===== src/logic/fpc_pkg.sv =====
package fpc_pkg;
    // register byte offsets on the axi4-lite slave
    localparam int ADDR_W = 4;
    localparam logic [ADDR_W-1:0] PROT_OFS = 4'h0;
    localparam logic [ADDR_W-1:0] STAT_OFS = 4'h4;

    // axi response codes
    localparam logic [1:0] RESP_OKAY = 2'h0;
    localparam logic [1:0] RESP_SLVERR = 2'h2;

    // status word bit positions
    localparam int STAT_VIOL = 0;
    localparam int STAT_LOADED = 1;
    localparam int STAT_SCEN_LSB = 2;

    // array byte that holds the protection setting loaded at reset
    localparam logic [15:0] NV_PROT_ADDR = 16'hff0d;

    // window bounds; high start and low end indexed by the size code
    localparam logic [3:0][15:0] HIGH_START = {16'hc000, 16'he000, 16'hf000, 16'hf800};
    localparam logic [15:0] LOW_START = 16'h4000;
    localparam logic [3:0][15:0] LOW_END = {16'h5fff, 16'h4fff, 16'h47ff, 16'h43ff};

    // scenario index, looked up from {polarity, high disable, low disable}
    typedef logic [2:0] scen_t;
    localparam logic [7:0][2:0] SCEN_MAP_DEF = {3'h7, 3'h6, 3'h5, 3'h4,
                                                 3'h3, 3'h2, 3'h1, 3'h0};

    // allowed targets per source scenario, bit n set means scenario n allowed
    localparam logic [7:0][7:0] TRANS_OK = {8'hff, 8'h5a, 8'h3c, 8'h18,
                                            8'h08, 8'h0c, 8'h0a, 8'h0f};

    // protection register layout, msb first
    typedef struct packed {
        logic protect_polarity;
        logic spare_nonvolatile_flag;
        logic high_window_disable;
        logic [1:0] high_window_size;
        logic low_window_disable;
        logic [1:0] low_window_size;
    } array_protection_setting_s;

    // value held until the array byte arrives: whole array protected
    localparam logic [7:0] SETTING_RST = 8'h7f;

    // request from the command controller
    typedef struct packed {
        logic valid;
        logic mass_erase;
        logic [15:0] addr;
    } cmd_s;

    typedef enum logic [1:0] {
        ST_LOAD = 2'b01,
        ST_RUN = 2'b10
    } phase_e;
endpackage


===== src/logic/flash_protection_control.sv =====
// Register access over AXI4-Lite and the register offsets were chosen for this implementation.
`timescale 1ns/1ps
`default_nettype none

module flash_protection_control #(
    parameter logic [7:0][2:0] SCEN_MAP = fpc_pkg::SCEN_MAP_DEF
) (
    // clock and reset
    input wire logic aclk,
    input wire logic aresetn,
    // axi4-lite write address
    input wire logic [fpc_pkg::ADDR_W-1:0] s_axi_awaddr,
    input wire logic s_axi_awvalid,
    output logic s_axi_awready,
    // axi4-lite write data
    input wire logic [31:0] s_axi_wdata,
    input wire logic [3:0] s_axi_wstrb,
    input wire logic s_axi_wvalid,
    output logic s_axi_wready,
    // axi4-lite write response
    output logic [1:0] s_axi_bresp,
    output logic s_axi_bvalid,
    input wire logic s_axi_bready,
    // axi4-lite read address
    input wire logic [fpc_pkg::ADDR_W-1:0] s_axi_araddr,
    input wire logic s_axi_arvalid,
    output logic s_axi_arready,
    // axi4-lite read data
    output logic [31:0] s_axi_rdata,
    output logic [1:0] s_axi_rresp,
    output logic s_axi_rvalid,
    input wire logic s_axi_rready,
    // array read port for the reset load
    output logic [15:0] nv_rd_addr,
    input wire logic [7:0] nv_rd_data,
    // command controller check
    input wire fpc_pkg::cmd_s cmd,
    output logic cmd_granted,
    output logic cmd_refused,
    output logic addr_protected,
    output logic protection_violation_flag
);

    typedef struct packed {
        fpc_pkg::phase_e phase;
        fpc_pkg::array_protection_setting_s setting;
        logic viol;
        logic aw_held;
        logic [fpc_pkg::ADDR_W-1:0] aw_addr;
        logic w_held;
        logic [31:0] w_data;
        logic [3:0] w_strb;
        logic awready;
        logic wready;
        logic bvalid;
        logic [1:0] bresp;
        logic arready;
        logic rvalid;
        logic [31:0] rdata;
        logic [1:0] rresp;
        logic addr_prot;
        logic granted;
        logic refused;
        logic [15:0] nv_addr;
    } state_s;

    localparam state_s ST_RST = '{
        phase: fpc_pkg::ST_LOAD,
        setting: fpc_pkg::SETTING_RST,
        nv_addr: fpc_pkg::NV_PROT_ADDR,
        awready: 1'b1,
        wready: 1'b1,
        arready: 1'b1,
        addr_prot: 1'b1,
        default: '0
    };

    state_s state_reg;
    state_s state_next;

    // scenario index of a setting
    function automatic fpc_pkg::scen_t scen_of(fpc_pkg::array_protection_setting_s p);
        return SCEN_MAP[{p.protect_polarity, p.high_window_disable,
                         p.low_window_disable}];
    endfunction

    // protection of one array address under a setting
    function automatic logic prot_hit(fpc_pkg::array_protection_setting_s p,
                                      logic [15:0] a);
        logic in_hi;
        logic in_lo;
        in_hi = !p.high_window_disable &&
                (a >= fpc_pkg::HIGH_START[p.high_window_size]);
        in_lo = !p.low_window_disable && (a >= fpc_pkg::LOW_START) &&
                (a <= fpc_pkg::LOW_END[p.low_window_size]);
        // polarity swaps the meaning of the windows; with both windows off
        // this gives none protected or all protected
        if (p.protect_polarity) begin
            return in_hi || in_lo;
        end else begin
            return !(in_hi || in_lo);
        end
    endfunction

    // whole array open: polarity and both disables set
    function automatic logic all_open(fpc_pkg::array_protection_setting_s p);
        return p.protect_polarity && p.high_window_disable && p.low_window_disable;
    endfunction

    // candidate value of a software write, before the scenario check
    function automatic fpc_pkg::array_protection_setting_s apply_write(
        fpc_pkg::array_protection_setting_s cur,
        fpc_pkg::array_protection_setting_s w);
        fpc_pkg::array_protection_setting_s c;
        c = cur;
        c.protect_polarity = cur.protect_polarity & w.protect_polarity;
        c.spare_nonvolatile_flag = w.spare_nonvolatile_flag;
        c.high_window_disable = w.high_window_disable;
        c.low_window_disable = w.low_window_disable;
        if (cur.high_window_disable) begin
            c.high_window_size = w.high_window_size;
        end
        if (cur.low_window_disable) begin
            c.low_window_size = w.low_window_size;
        end
        return c;
    endfunction

    // next state: load, bus slave, command check
    always_comb begin
        fpc_pkg::array_protection_setting_s cand;
        logic viol_clr;
        logic viol_set;
        cand = state_reg.setting;
        viol_clr = 1'b0;
        viol_set = 1'b0;
        state_next = state_reg;
        state_next.granted = 1'b0;
        state_next.refused = 1'b0;

        // first cycle after reset takes the stored byte from the array
        if (state_reg.phase == fpc_pkg::ST_LOAD) begin
            state_next.setting = nv_rd_data;
            state_next.phase = fpc_pkg::ST_RUN;
        end

        // address and data may arrive in either order
        if (s_axi_awvalid && state_reg.awready) begin
            state_next.aw_held = 1'b1;
            state_next.aw_addr = s_axi_awaddr;
        end
        if (s_axi_wvalid && state_reg.wready) begin
            state_next.w_held = 1'b1;
            state_next.w_data = s_axi_wdata;
            state_next.w_strb = s_axi_wstrb;
        end

        // carry out a write once both halves are held
        if (state_reg.aw_held && state_reg.w_held && !state_reg.bvalid) begin
            state_next.aw_held = 1'b0;
            state_next.w_held = 1'b0;
            state_next.bvalid = 1'b1;
            state_next.bresp = fpc_pkg::RESP_OKAY;
            if (state_reg.aw_addr == fpc_pkg::PROT_OFS) begin
                if (state_reg.w_strb[0] && state_reg.phase == fpc_pkg::ST_RUN) begin
                    cand = apply_write(state_reg.setting, state_reg.w_data[7:0]);
                    // an illegal target drops the whole byte
                    if (fpc_pkg::TRANS_OK[scen_of(state_reg.setting)][scen_of(cand)]) begin
                        state_next.setting = cand;
                    end
                end
            end else if (state_reg.aw_addr == fpc_pkg::STAT_OFS) begin
                viol_clr = state_reg.w_strb[0] && state_reg.w_data[fpc_pkg::STAT_VIOL];
            end else begin
                state_next.bresp = fpc_pkg::RESP_SLVERR;
            end
        end
        if (state_reg.bvalid && s_axi_bready) begin
            state_next.bvalid = 1'b0;
        end
        // each ready stays low while its own half waits or a response is pending
        state_next.awready = !state_next.aw_held && !state_next.bvalid;
        state_next.wready = !state_next.w_held && !state_next.bvalid;

        // reads answer one cycle after the address is taken
        if (s_axi_arvalid && state_reg.arready) begin
            state_next.arready = 1'b0;
            state_next.rvalid = 1'b1;
            state_next.rresp = fpc_pkg::RESP_OKAY;
            state_next.rdata = '0;
            if (s_axi_araddr == fpc_pkg::PROT_OFS) begin
                state_next.rdata[7:0] = state_reg.setting;
            end else if (s_axi_araddr == fpc_pkg::STAT_OFS) begin
                state_next.rdata[fpc_pkg::STAT_VIOL] = state_reg.viol;
                state_next.rdata[fpc_pkg::STAT_LOADED] =
                    (state_reg.phase == fpc_pkg::ST_RUN);
                state_next.rdata[fpc_pkg::STAT_SCEN_LSB +: 3] = scen_of(state_reg.setting);
            end else begin
                state_next.rresp = fpc_pkg::RESP_SLVERR;
            end
        end
        if (state_reg.rvalid && s_axi_rready) begin
            state_next.rvalid = 1'b0;
            state_next.arready = 1'b1;
        end

        // address check, registered so the output comes from a flop
        state_next.addr_prot = prot_hit(state_reg.setting, cmd.addr);
        if (cmd.valid) begin
            if (state_reg.phase != fpc_pkg::ST_RUN) begin
                state_next.refused = 1'b1;
            end else if (cmd.mass_erase ? !all_open(state_reg.setting)
                                        : prot_hit(state_reg.setting, cmd.addr)) begin
                state_next.refused = 1'b1;
                viol_set = 1'b1;
            end else begin
                state_next.granted = 1'b1;
            end
        end
        // a new violation beats a clear in the same cycle
        state_next.viol = (state_reg.viol && !viol_clr) || viol_set;
    end

    // single state register
    always_ff @(posedge aclk) begin
        if (!aresetn) begin
            state_reg <= ST_RST;
        end else begin
            state_reg <= state_next;
        end
    end

    // outputs straight from the state register
    assign s_axi_awready = state_reg.awready;
    assign s_axi_wready = state_reg.wready;
    assign s_axi_bresp = state_reg.bresp;
    assign s_axi_bvalid = state_reg.bvalid;
    assign s_axi_arready = state_reg.arready;
    assign s_axi_rdata = state_reg.rdata;
    assign s_axi_rresp = state_reg.rresp;
    assign s_axi_rvalid = state_reg.rvalid;
    assign nv_rd_addr = state_reg.nv_addr;
    assign cmd_granted = state_reg.granted;
    assign cmd_refused = state_reg.refused;
    assign addr_protected = state_reg.addr_prot;
    assign protection_violation_flag = state_reg.viol;

    wire logic running = (state_reg.phase == fpc_pkg::ST_RUN);
    wire logic prot_write = state_reg.aw_held && state_reg.w_held && !state_reg.bvalid
                            && state_reg.aw_addr == fpc_pkg::PROT_OFS
                            && state_reg.w_strb[0] && running;
    wire fpc_pkg::array_protection_setting_s w_cand =
        apply_write(state_reg.setting, state_reg.w_data[7:0]);
endmodule

`default_nettype wire


===== config.mk =====
export PLATFORM = sky130hd
export DESIGN_NAME = flash_protection_control
export DESIGN_NICKNAME = d
export VERILOG_FILES = /design/src/logic/fpc_pkg.sv /design/src/logic/flash_protection_control.sv
export SDC_FILE = /design/constraint.sdc
export NUM_CORES = 1
export LEC_CHECK = 0
export ABC_AREA = 1
export ABC_CLOCK_PERIOD_IN_PS = 2400
export BUFFER_PORTS_ARGS = -buffer_cell sky130_fd_sc_hd__buf_2
export CAP_MARGIN = 20
export CORE_MARGIN = 2
export CORE_UTILIZATION = 45
export DETAILED_ROUTE_END_ITERATION = 12
export PLACE_DENSITY = 0.84
export SETUP_SLACK_MARGIN = 0.3
export SYNTH_ARGS = -nofsm -noshare
export SYNTH_HDL_FRONTEND = slang
export SYNTH_SLANG_ARGS = --single-unit

===== constraint.sdc =====
create_clock -name aclk -period 2.4 [get_ports aclk]
set_clock_uncertainty 0.15 [all_clocks]
set_input_delay 0.72 -clock aclk [delete_from_list [all_inputs] [get_ports aclk]]
set_output_delay 0.72 -clock aclk [all_outputs]
set_load 0.01 [all_outputs]

==> run_results.csv, run 1 <==
group,metric,value,unit
drt,vias,2357,
power,pwr-share-clk,31.9,%
placed_design,hpwl,4.22,mm
layout,largest_reg_flops,25,
floorplan,dieArea,6440,um2
layout,seqCellArea,882,um2
power,total_power,1.71,mW
cts,htree_levels,2,
floorplan,start_util,46.9,%
cts,numCtsBuffers,5,
grt,grt_max_degree,23,
synthesis,yosys-top-cells-area,"dfxtp_1 (34%), buf_4 (15%), nand2_1 (10%)",
setup_path,critPathLaunchType,"input pin",
placed_design,place_inst,491,
placed_design,portBuffers,68,
placed_design,placed_area,2770,um2
setup_path,arrival,2.03,ns
timing,rsz0062_at_grt,"no",
placed_design,place_ws,0.0667,ns
power,ir_worst_vdd,0.000365,V
power,seqPwrFrac,48.7,%
drt,first_pass_iters,4,
synthesis,syn-mean-instance-area,7.09,um2
floorplan,fp.dieH,80.2,um
power,p_comb_share,19.4,%
timing,layout_setup_ws,0.421,ns
grt,track_usage,17.0,%
status,status,"completed",
layout,multi_input_area,1360,um2
cts,root_buffer,"clkbuf_8",
layout,design_area,2920,um2
setup_path,crit_chain,"buf_2, inv_1, ha_1, inv_1, nor2_1, nand2_1, nor2_1, nand2_1, nand2_2, nand2_2, nand2_2, nand2_1, nand3_1, nand2_1, o21bai_1, inv_1",
floorplan,chipWidth,80.2,um
layout,nNetsFinal,511,
setup_path,crit_path_max_incr_delay,0.26,ns
synthesis,synth_async_sr_flop_share,0,%
layout,drive_gt1_share,24.8,%
floorplan,rows,27,
cts,cts_buffer_depth,2,
layout,fin_cells,499,
setup_path,cp_slowest_cell,"ha_1",
synthesis,netlist.area_leader.share,33.7,%
synthesis,synth_cells,369,
timing,setup_tns,0,ns
layout,fin_util,52.3,%
cts,tritoncts,"built",
synthesis,synth_top_cell_by_area,"dfxtp_1",
synthesis,synth_cell_type_count,32,
drt,drt-total-wl,5.44,mm
grt,grt_pass1_vias,2136,
worst_hold_path,worstHoldPathType,"reg -> reg",
floorplan,core_region_area,5570,um2
layout,area_growth,11.5,%
timing,max-slew-margin-rel,63.0,%
power,p_sw_share,28.5,%
setup_path,path_buf_inv,4,
timing,post-route-min-period,1.98,ns
setup_path,cp_top_family,"simple AND/OR/NAND/NOR gates",
setup_path,cp.required,2.45,ns
timing,holdWs,0.326,ns
grt,grt_pass1_wl,8.71,mm
power,internal_power,1.23,mW
layout,antenna_cells,0,
cts,postCtsHoldBufs,0,
placed_design,place.gp.congestion,0.838,
timing,max_slew.worst_pin.slew,0.552,ns
flow_run,cap_violations,0,
setup_path,cp-end-kind,"flop",
synthesis,ys_seq_area_share,33.7,%
power,power.density,588,nW/um2
drt,first_iter_violations,115,
drt,wl_per_cell,10.9,um
timing,max_freq,0.505,GHz
synthesis,ys_ff_latch,44,
synthesis,synthFlopType,"dfxtp_1",
grt,grt_overflow,0,
cts,clock_sinks,44,
timing,setup_viol,0,
setup_path,crit_path_max_fanout,3,
setup_path,cpMostUsedCell,"nand2_1",
power,total_leakage_power,1.50,nW
layout,fillers,566,
synthesis,ys_warn_count,0,
grt,antenna_found_initial,0,
timing,hold_viol,0,
timing,maxSlewViolCount,0,
timing,finalCritPeriodShare,82.5,%
drt,viasPerCell,4.72,
cts,insertion_delay,0.30,ns
drt,ant_nets,0,
drt,drc,0,
synthesis,synth_edf_count,0,
cts,clk_pin_slew,0.08,ns
floorplan,io_pins,138,
setup_path,path_class,"in -> reg",
power,p_switching,0.488,mW
synthesis,netlist_area,2620,um2
==> power groups by stage <==
stage	Sequential, mW	Clock, mW	Combinational [mW]
floorplan	0.841	0	0.279
global placement	0.847	0	0.309
detailed placement	0.849	0	0.321
CTS	0.833	0.559	0.323
global route	0.842	0.599	0.384
finish	0.834	0.547	0.332
==> what timing repair did <==
item / 4_1_cts / 5_1_grt
setup buffers: 0 / 0
resized for setup: 0 / 8
endpoints found under the setup margin: 0 / 3
==> worst paths after layout <==
path                                      from  cells after the start  slack [ns]            end
worst max-delay path                   cmd[11]                     16        0.42    cmd_refused
worst min-delay path             s_axi_arready                      2        0.33  s_axi_arready
worst max register to register  state_reg[104]                     13        0.45    cmd_refused
worst min register to register   s_axi_arready                      2        0.33  s_axi_arready
==> synth_stat cells (3+ instances only) <==
| master | number |
|---|---|
| a21oi_1 | 12 |
| a22oi_1 | 3 |
| buf_4 | 53 |
| clkbuf_1 | 4 |
| dfxtp_1 | 44 |
| ha_1 | 8 |
| inv_1 | 28 |
| inv_2 | 3 |
| mux2_2 | 7 |
| nand2_1 | 70 |
| nand3_1 | 26 |
| nand3_2 | 3 |
| nor2_1 | 61 |
| nor2_2 | 3 |
| o21ai_0 | 22 |
==> metal layers <==
metal	up-vias	wire length (um)	global-route usage [%]
met2	105	2560	29.3
met3	16	431	4.04
li1	1199	-	-
met5	-	0	0
met4	0	146	8.14
met1	1037	2300	19.8
==> kinds of logic after synthesis <==
family / count (synthesis) / synth area share (%)
buffers and inverters: 93 / 21.4
AND/OR/NAND/NOR: 171 / 28.3
other: 2 / 0.287
adder cells (fa/ha/maj): 8 / 3.83
multiplexers: 7 / 3.01
flip-flops: 44 / 33.7
AO/OA/AOI/OAI: 44 / 9.47
==> cell usage in the layout, fill, tap and decap left out, types with 5 or more instances in the layout <==
cell type,n
a21oi_1,11
buf_2,68
clkbuf_8,5
conb_1,42
dfxtp_1,43
ha_1,7
inv_1,28
mux2_2,7
nand2_1,67
nand3_1,24
nand3_2,5
nor2_1,61
o21ai_0,22
==> worst min-delay path, stage by stage, from the launching register on <==
cell and delay, ns:
dfxtp_1 0.32, nand2_1 0.07, nand2_1 0.05
==> final cells by class <==
| class | instances | area share, % |
|---|---|---|
| well taps | 72 | 3.09 |
| clock buffers | 6 | 2.49 |
| inverters | 34 | 4.46 |
| multi-input cells | 272 | 46.6 |
| repair buffers | 69 | 11.9 |
| flip-flops and latches | 44 | 30.2 |
| clock inverters | 2 | 1.20 |
(Power assumes the default switching activity.)
==> run 2, diff against run 1 <==
ABC_AREA = 0   (was 1)
ABC_CLOCK_PERIOD_IN_PS = 2070   (was 2400)
clock period = 2.07 ns   (was 2.4 ns; I/O delays follow)
==> run_results.csv, run 2 <==
group,metric,value,unit
timing,hold_viol,0,
timing,maxSlewViolCount,0,
synthesis,synthFlopType,"dfxtp_1",
timing,rsz0062_at_grt,"yes",
worst_hold_path,worstHoldPathType,"reg -> reg",
synthesis,netlist.area_leader.share,33.5,%
synthesis,ys_ff_latch,44,
worst_hold_path,whs_path_depth,2,
drt,vias,2100,
setup_path,critPathLaunchType,"flop",
synthesis,yosys-top-cells-area,"dfxtp_1 (33%), buf_4 (15%), nand2_1 (6.9%)",
layout,drive_gt1_share,35.8,%
synthesis,netlist_area,2630,um2
setup_path,r2r_start,"state_reg[104]",
cts,cts_buffer_depth,2,
layout,area_growth,19.7,%
drt,first_iter_violations,52,
timing,post-route-min-period,2.26,ns
setup_path,cp-end-kind,"flop",
timing,setup_viol,4,
placed_design,hpwl,4.16,mm
grt,grt_max_degree,27,
cts,clock_sinks,44,
setup_path,cp.required,2.10,ns
placed_design,portBuffers,68,
placed_design,place_ws,-0.540,ns
floorplan,fp.dieH,80.5,um
cts,htree_levels,2,
timing,max_freq,0.442,GHz
grt,grtUsageMet3,4.49,%
layout,nNetsFinal,458,
synthesis,synth_edf_count,0,
drt,viasPerCell,4.71,
grt,antenna_found_initial,0,
status,violations,"negative setup slack",
setup_path,r2r-end,"cmd_granted",
layout,largest_reg_flops,25,
synthesis,synth_top_cell_by_area,"dfxtp_1",
grt,use_met2,29.8,%
grt,track_usage,17.0,%
layout,design_area,3150,um2
synthesis,ys_seq_area_share,33.5,%
power,total_leakage_power,1.50,nW
floorplan,io_pins,138,
drt,drt-total-wl,5.39,mm
worst_hold_path,holdPathEnd,"state_reg[60]",
status,status,"finished, violations left",
cts,clk_pin_slew,0.08,ns
drt,drc,0,
layout,antenna_cells,0,
timing,holdWs,0.316,ns
synthesis,syn-mean-instance-area,8.80,um2
layout,fin_cells,446,
floorplan,core_region_area,5570,um2
placed_design,place_inst,432,
placed_design,place.gp.congestion,0.825,
synthesis,synthTopCellsByCount,"buf_4 (53), nand2_1 (48), dfxtp_1 (44), mux2i_1 (16), a21boi_0 (14)",
setup_path,r2r_cells,8,
synthesis,synth_cells,299,
synthesis,ys_warn_count,0,
flow_run,cap_violations,0,
cts,root_buffer,"clkbuf_8",
cts,postCtsHoldBufs,0,
grt,grt_pass1_wl,8.83,mm
setup_path,crit_path_max_fanout,4,
cts,insertion_delay,0.28,ns
power,total_power,1.90,mW
setup_path,arrival,2.29,ns
synthesis,yosysMostFrequentCell,"buf_4",
timing,finalCritPeriodShare,109,%
layout,final_common_cell,"buf_2",
drt,ant_nets,0,
floorplan,chipWidth,80.5,um
floorplan,start_util,47.2,%
floorplan,dieArea,6470,um2
grt,grt_util_met1,20.9,%
worst_hold_path,min_from,"state_reg[60]",
cts,numCtsBuffers,5,
floorplan,rows,27,
grt,grt_pass1_vias,1999,
synthesis,synth_async_sr_flop_share,0,%
grt,grt_overflow,0,
layout,final_cell_mix,"buf_2 (66), nand2_1 (44), conb_1 (42), dfxtp_1 (39), buf_4 (20)",
setup_path,path_class,"reg -> reg",
grt,busiest_layer,"met2",
setup_path,setup.worst_path.start,"state_reg[104]",
synthesis,synth_cell_type_count,50,
timing,layout_setup_ws,-0.191,ns
power,power.density,603,nW/um2
power,ir_worst_vdd,0.000613,V
cts,tritoncts,"built",
placed_design,placed_area,2900,um2
drt,first_pass_iters,4,
setup_path,reg2reg_slack,-0.19,ns
drt,wl_per_cell,12.1,um
[run 2: timing repair]
| action | 4_1_cts | 5_1_grt |
|---|---|---|
| hold endpoints to repair | 0 | 0 |
| buffers inserted | 5 | 1 |
| pin swaps | 10 | 5 |
| resized for setup | 19 | 7 |
| setup endpoints to repair | 11 | 11 |
[run 2: kinds of logic after synthesis]
kind of cell / Yosys count / synth area share [%]
and+or+nand+nor: 108 / 20.9
buffers and inverters: 69 / 18.9
AOI/OAI and AO/OA: 44 / 12.6
DFF: 44 / 33.5
muxes: 23 / 9.66
adders and majority gates: 8 / 3.81
other: 2 / 0.286
xor gates and xnor gates: 1 / 0.333
[run 2: worst max-delay path by stage]
stage	to	cells past startpoint	slack, ns
finish	cmd_granted	8	-0.19
global route	cmd_granted	10	-0.25
CTS	cmd_granted	8	-0.21
detailed placement	cmd_granted	8	-0.54
global placement	cmd_granted	8	-0.51
floorplan	cmd_granted	7	-0.25
[run 2: final cells by class]
class / count / area, um2
Fill cell: 507 / 2430
Tap cell: 72 / 90.1
Inverter: 7 / 26.3
Clock buffer: 8 / 90.1
Sequential cell: 44 / 895
Timing Repair Buffer: 89 / 523
Multi-Input combinational cell: 226 / 1520
[run 2: report_power, final]
group	internal [mW]	switching, mW	leakage (nW)
Combinational	0.198	0.217	1.10
Sequential	0.902	0.0466	0.362
Clock	0.272	0.264	0.0455
[run 2: critical path: stages (launching register included)]
cell      delay [ns]
dfxtp_4         0.39
nor2_2          0.06
ha_4            0.25
nand4_1         0.09
or4_4           0.49
a211oi_2        0.21
nor2_2          0.10
xnor2_2         0.18
o211a_1         0.24
[run 2: stage by stage]
step / setup TNS, ns / utilization [%]
final: -0.554 / 56.5
after CTS: -0.677 / 55.8
after detailed placement: -2.10 / 52.1
after floorplan: -0.913 / -
after global routing: -0.852 / 56.5
after global placement: -1.97 / 52.1
[run 2: routing by layer]
layer  wire, um  share of wire, %  vias up
met5          0                 0        -
met4         66               1.2        0
met3        329               6.1        8
met2       2670                49       70
met1       2330                43      943
li1           -                 -     1079
==> run 3, diff against run 2 <==
CORE_MARGIN = not set   (was 2)
==> run_results.csv, run 3 (synthesis results as in run 2) <==
group,metric,value,unit
status,status,"finished, violations left",
status,violations,"negative setup slack",
timing,layout_setup_ws,-0.176,ns
power,p_sw_share,29.2,%
flow_run,cap_violations,0,
cts,tritoncts,"built",
grt,grt_max_degree,29,
drt,wl_per_cell,13.3,um
timing,rsz0062_at_grt,"yes",
floorplan,chipWidth,78.5,um
layout,final_cell_mix,"buf_2 (66), nand2_1 (42), conb_1 (42), dfxtp_1 (39), buf_4 (19)",
power,p_comb_share,23.1,%
cts,insertion_delay,0.30,ns
layout,largest_reg_flops,25,
layout,fin_cells,442,
placed_design,hpwl,4.36,mm
setup_path,cp.required,2.11,ns
power,internal_power,1.32,mW
power,p_switching,0.545,mW
setup_path,arrival,2.29,ns
placed_design,place.gp.congestion,0.825,
timing,post-route-min-period,2.25,ns
layout,antenna_cells,0,
grt,antenna_found_initial,0,
power,power.density,594,nW/um2
timing,holdWs,0.327,ns
cts,postCtsHoldBufs,0,
setup_path,critPathLaunchType,"flop",
grt,grt_overflow,0,
placed_design,place_inst,434,
grt,grt_pass1_wl,9.32,mm
floorplan,fp.dieH,78.5,um
drt,first_iter_violations,97,
setup_path,cp-end-kind,"flop",
placed_design,portBuffers,68,
cts,root_buffer,"clkbuf_8",
setup_path,crit_path_max_fanout,4,
floorplan,start_util,47.2,%
timing,setup_tns,-0.497,ns
power,seqPwrFrac,50.9,%
timing,setup_viol,4,
drt,first_pass_iters,4,
layout,fin_util,56.4,%
timing,finalCritPeriodShare,109,%
grt,track_usage,19.3,%
placed_design,place_ws,-0.562,ns
power,total_power,1.87,mW
timing,hold_viol,0,
timing,maxSlewViolCount,0,
floorplan,dieArea,6150,um2
drt,ant_nets,0,
timing,max_freq,0.445,GHz
cts,htree_levels,2,
power,total_leakage_power,1.48,nW
drt,drt-total-wl,5.88,mm
drt,drc,0,
power,ir_worst_vdd,0.000539,V
layout,design_area,3140,um2
layout,area_growth,19.5,%
worst_hold_path,worstHoldPathType,"reg -> reg",
setup_path,path_class,"reg -> reg",
cts,clk_pin_slew,0.08,ns
layout,drive_gt1_share,36.5,%
layout,nNetsFinal,457,
layout,final_common_cell,"buf_2",
placed_design,placed_area,2920,um2
cts,numCtsBuffers,5,
floorplan,rows,27,
drt,vias,2201,
cts,clock_sinks,44,
drt,viasPerCell,4.98,
floorplan,core_region_area,5570,um2
cts,cts_buffer_depth,2,
power,pwr-share-clk,25.9,%
floorplan,io_pins,138,
grt,grt_pass1_vias,2054,
==> run 3: cell count changes in the layout (fill, tap and decap cells not counted), sizes merged <==
| cell | change |
|---|---|
| buf | -1 |
| clkbuf | -3 |
==> run 3: critical path: stages (launching register included) <==
cell,delay [ns]
dfxtp_4,0.38
nor2_2,0.06
ha_4,0.25
nand4_1,0.09
or4_4,0.49
a211oi_2,0.23
nor2_2,0.10
xnor2_2,0.17
o211a_1,0.23
==> run 3: power by group through the flow <==
stage                     sequential (mW)  clock [mW]  combinational, mW
final                               0.951       0.483              0.432
after floorplan                     0.961           0              0.312
after detailed placement            0.967           0              0.386
after CTS                           0.948       0.491              0.405
after global placement              0.963           0              0.371
after global routing                0.958       0.524              0.477
==> run 3: worst paths after layout <==
path	start	to	slack [ns]	cells past startpoint
max	state_reg[104]	cmd_granted	-0.18	8
min	state_reg[111]	state_reg[111]	0.33	2
max reg2reg	state_reg[104]	cmd_granted	-0.18	8
min reg2reg	state_reg[111]	state_reg[111]	0.33	2
==> run 3: per-layer routing <==
layer | vias up | GRT usage [%] | share of wire, %
li1 | 1074 | - | -
met1 | 1007 | 22.0 | 41
met2 | 101 | 34.2 | 51
met3 | 19 | 3.72 | 5.0
met4 | 0 | 9.63 | 3.1
met5 | - | 0 | 0
==> run 3: final cells by class <==
cell class	instances	area [um2]
fill	511	2430
multi-input combinational	226	1540
sequential	44	897
timing repair buffer	88	515
tap	72	90.1
clock buffer	5	68.8
inverter	7	26.3
==> run 3: what timing repair did <==
item,4_1_cts,5_1_grt
buffers inserted,2,1
pin swaps,11,8
resized for setup,19,12
setup endpoints to repair,11,11
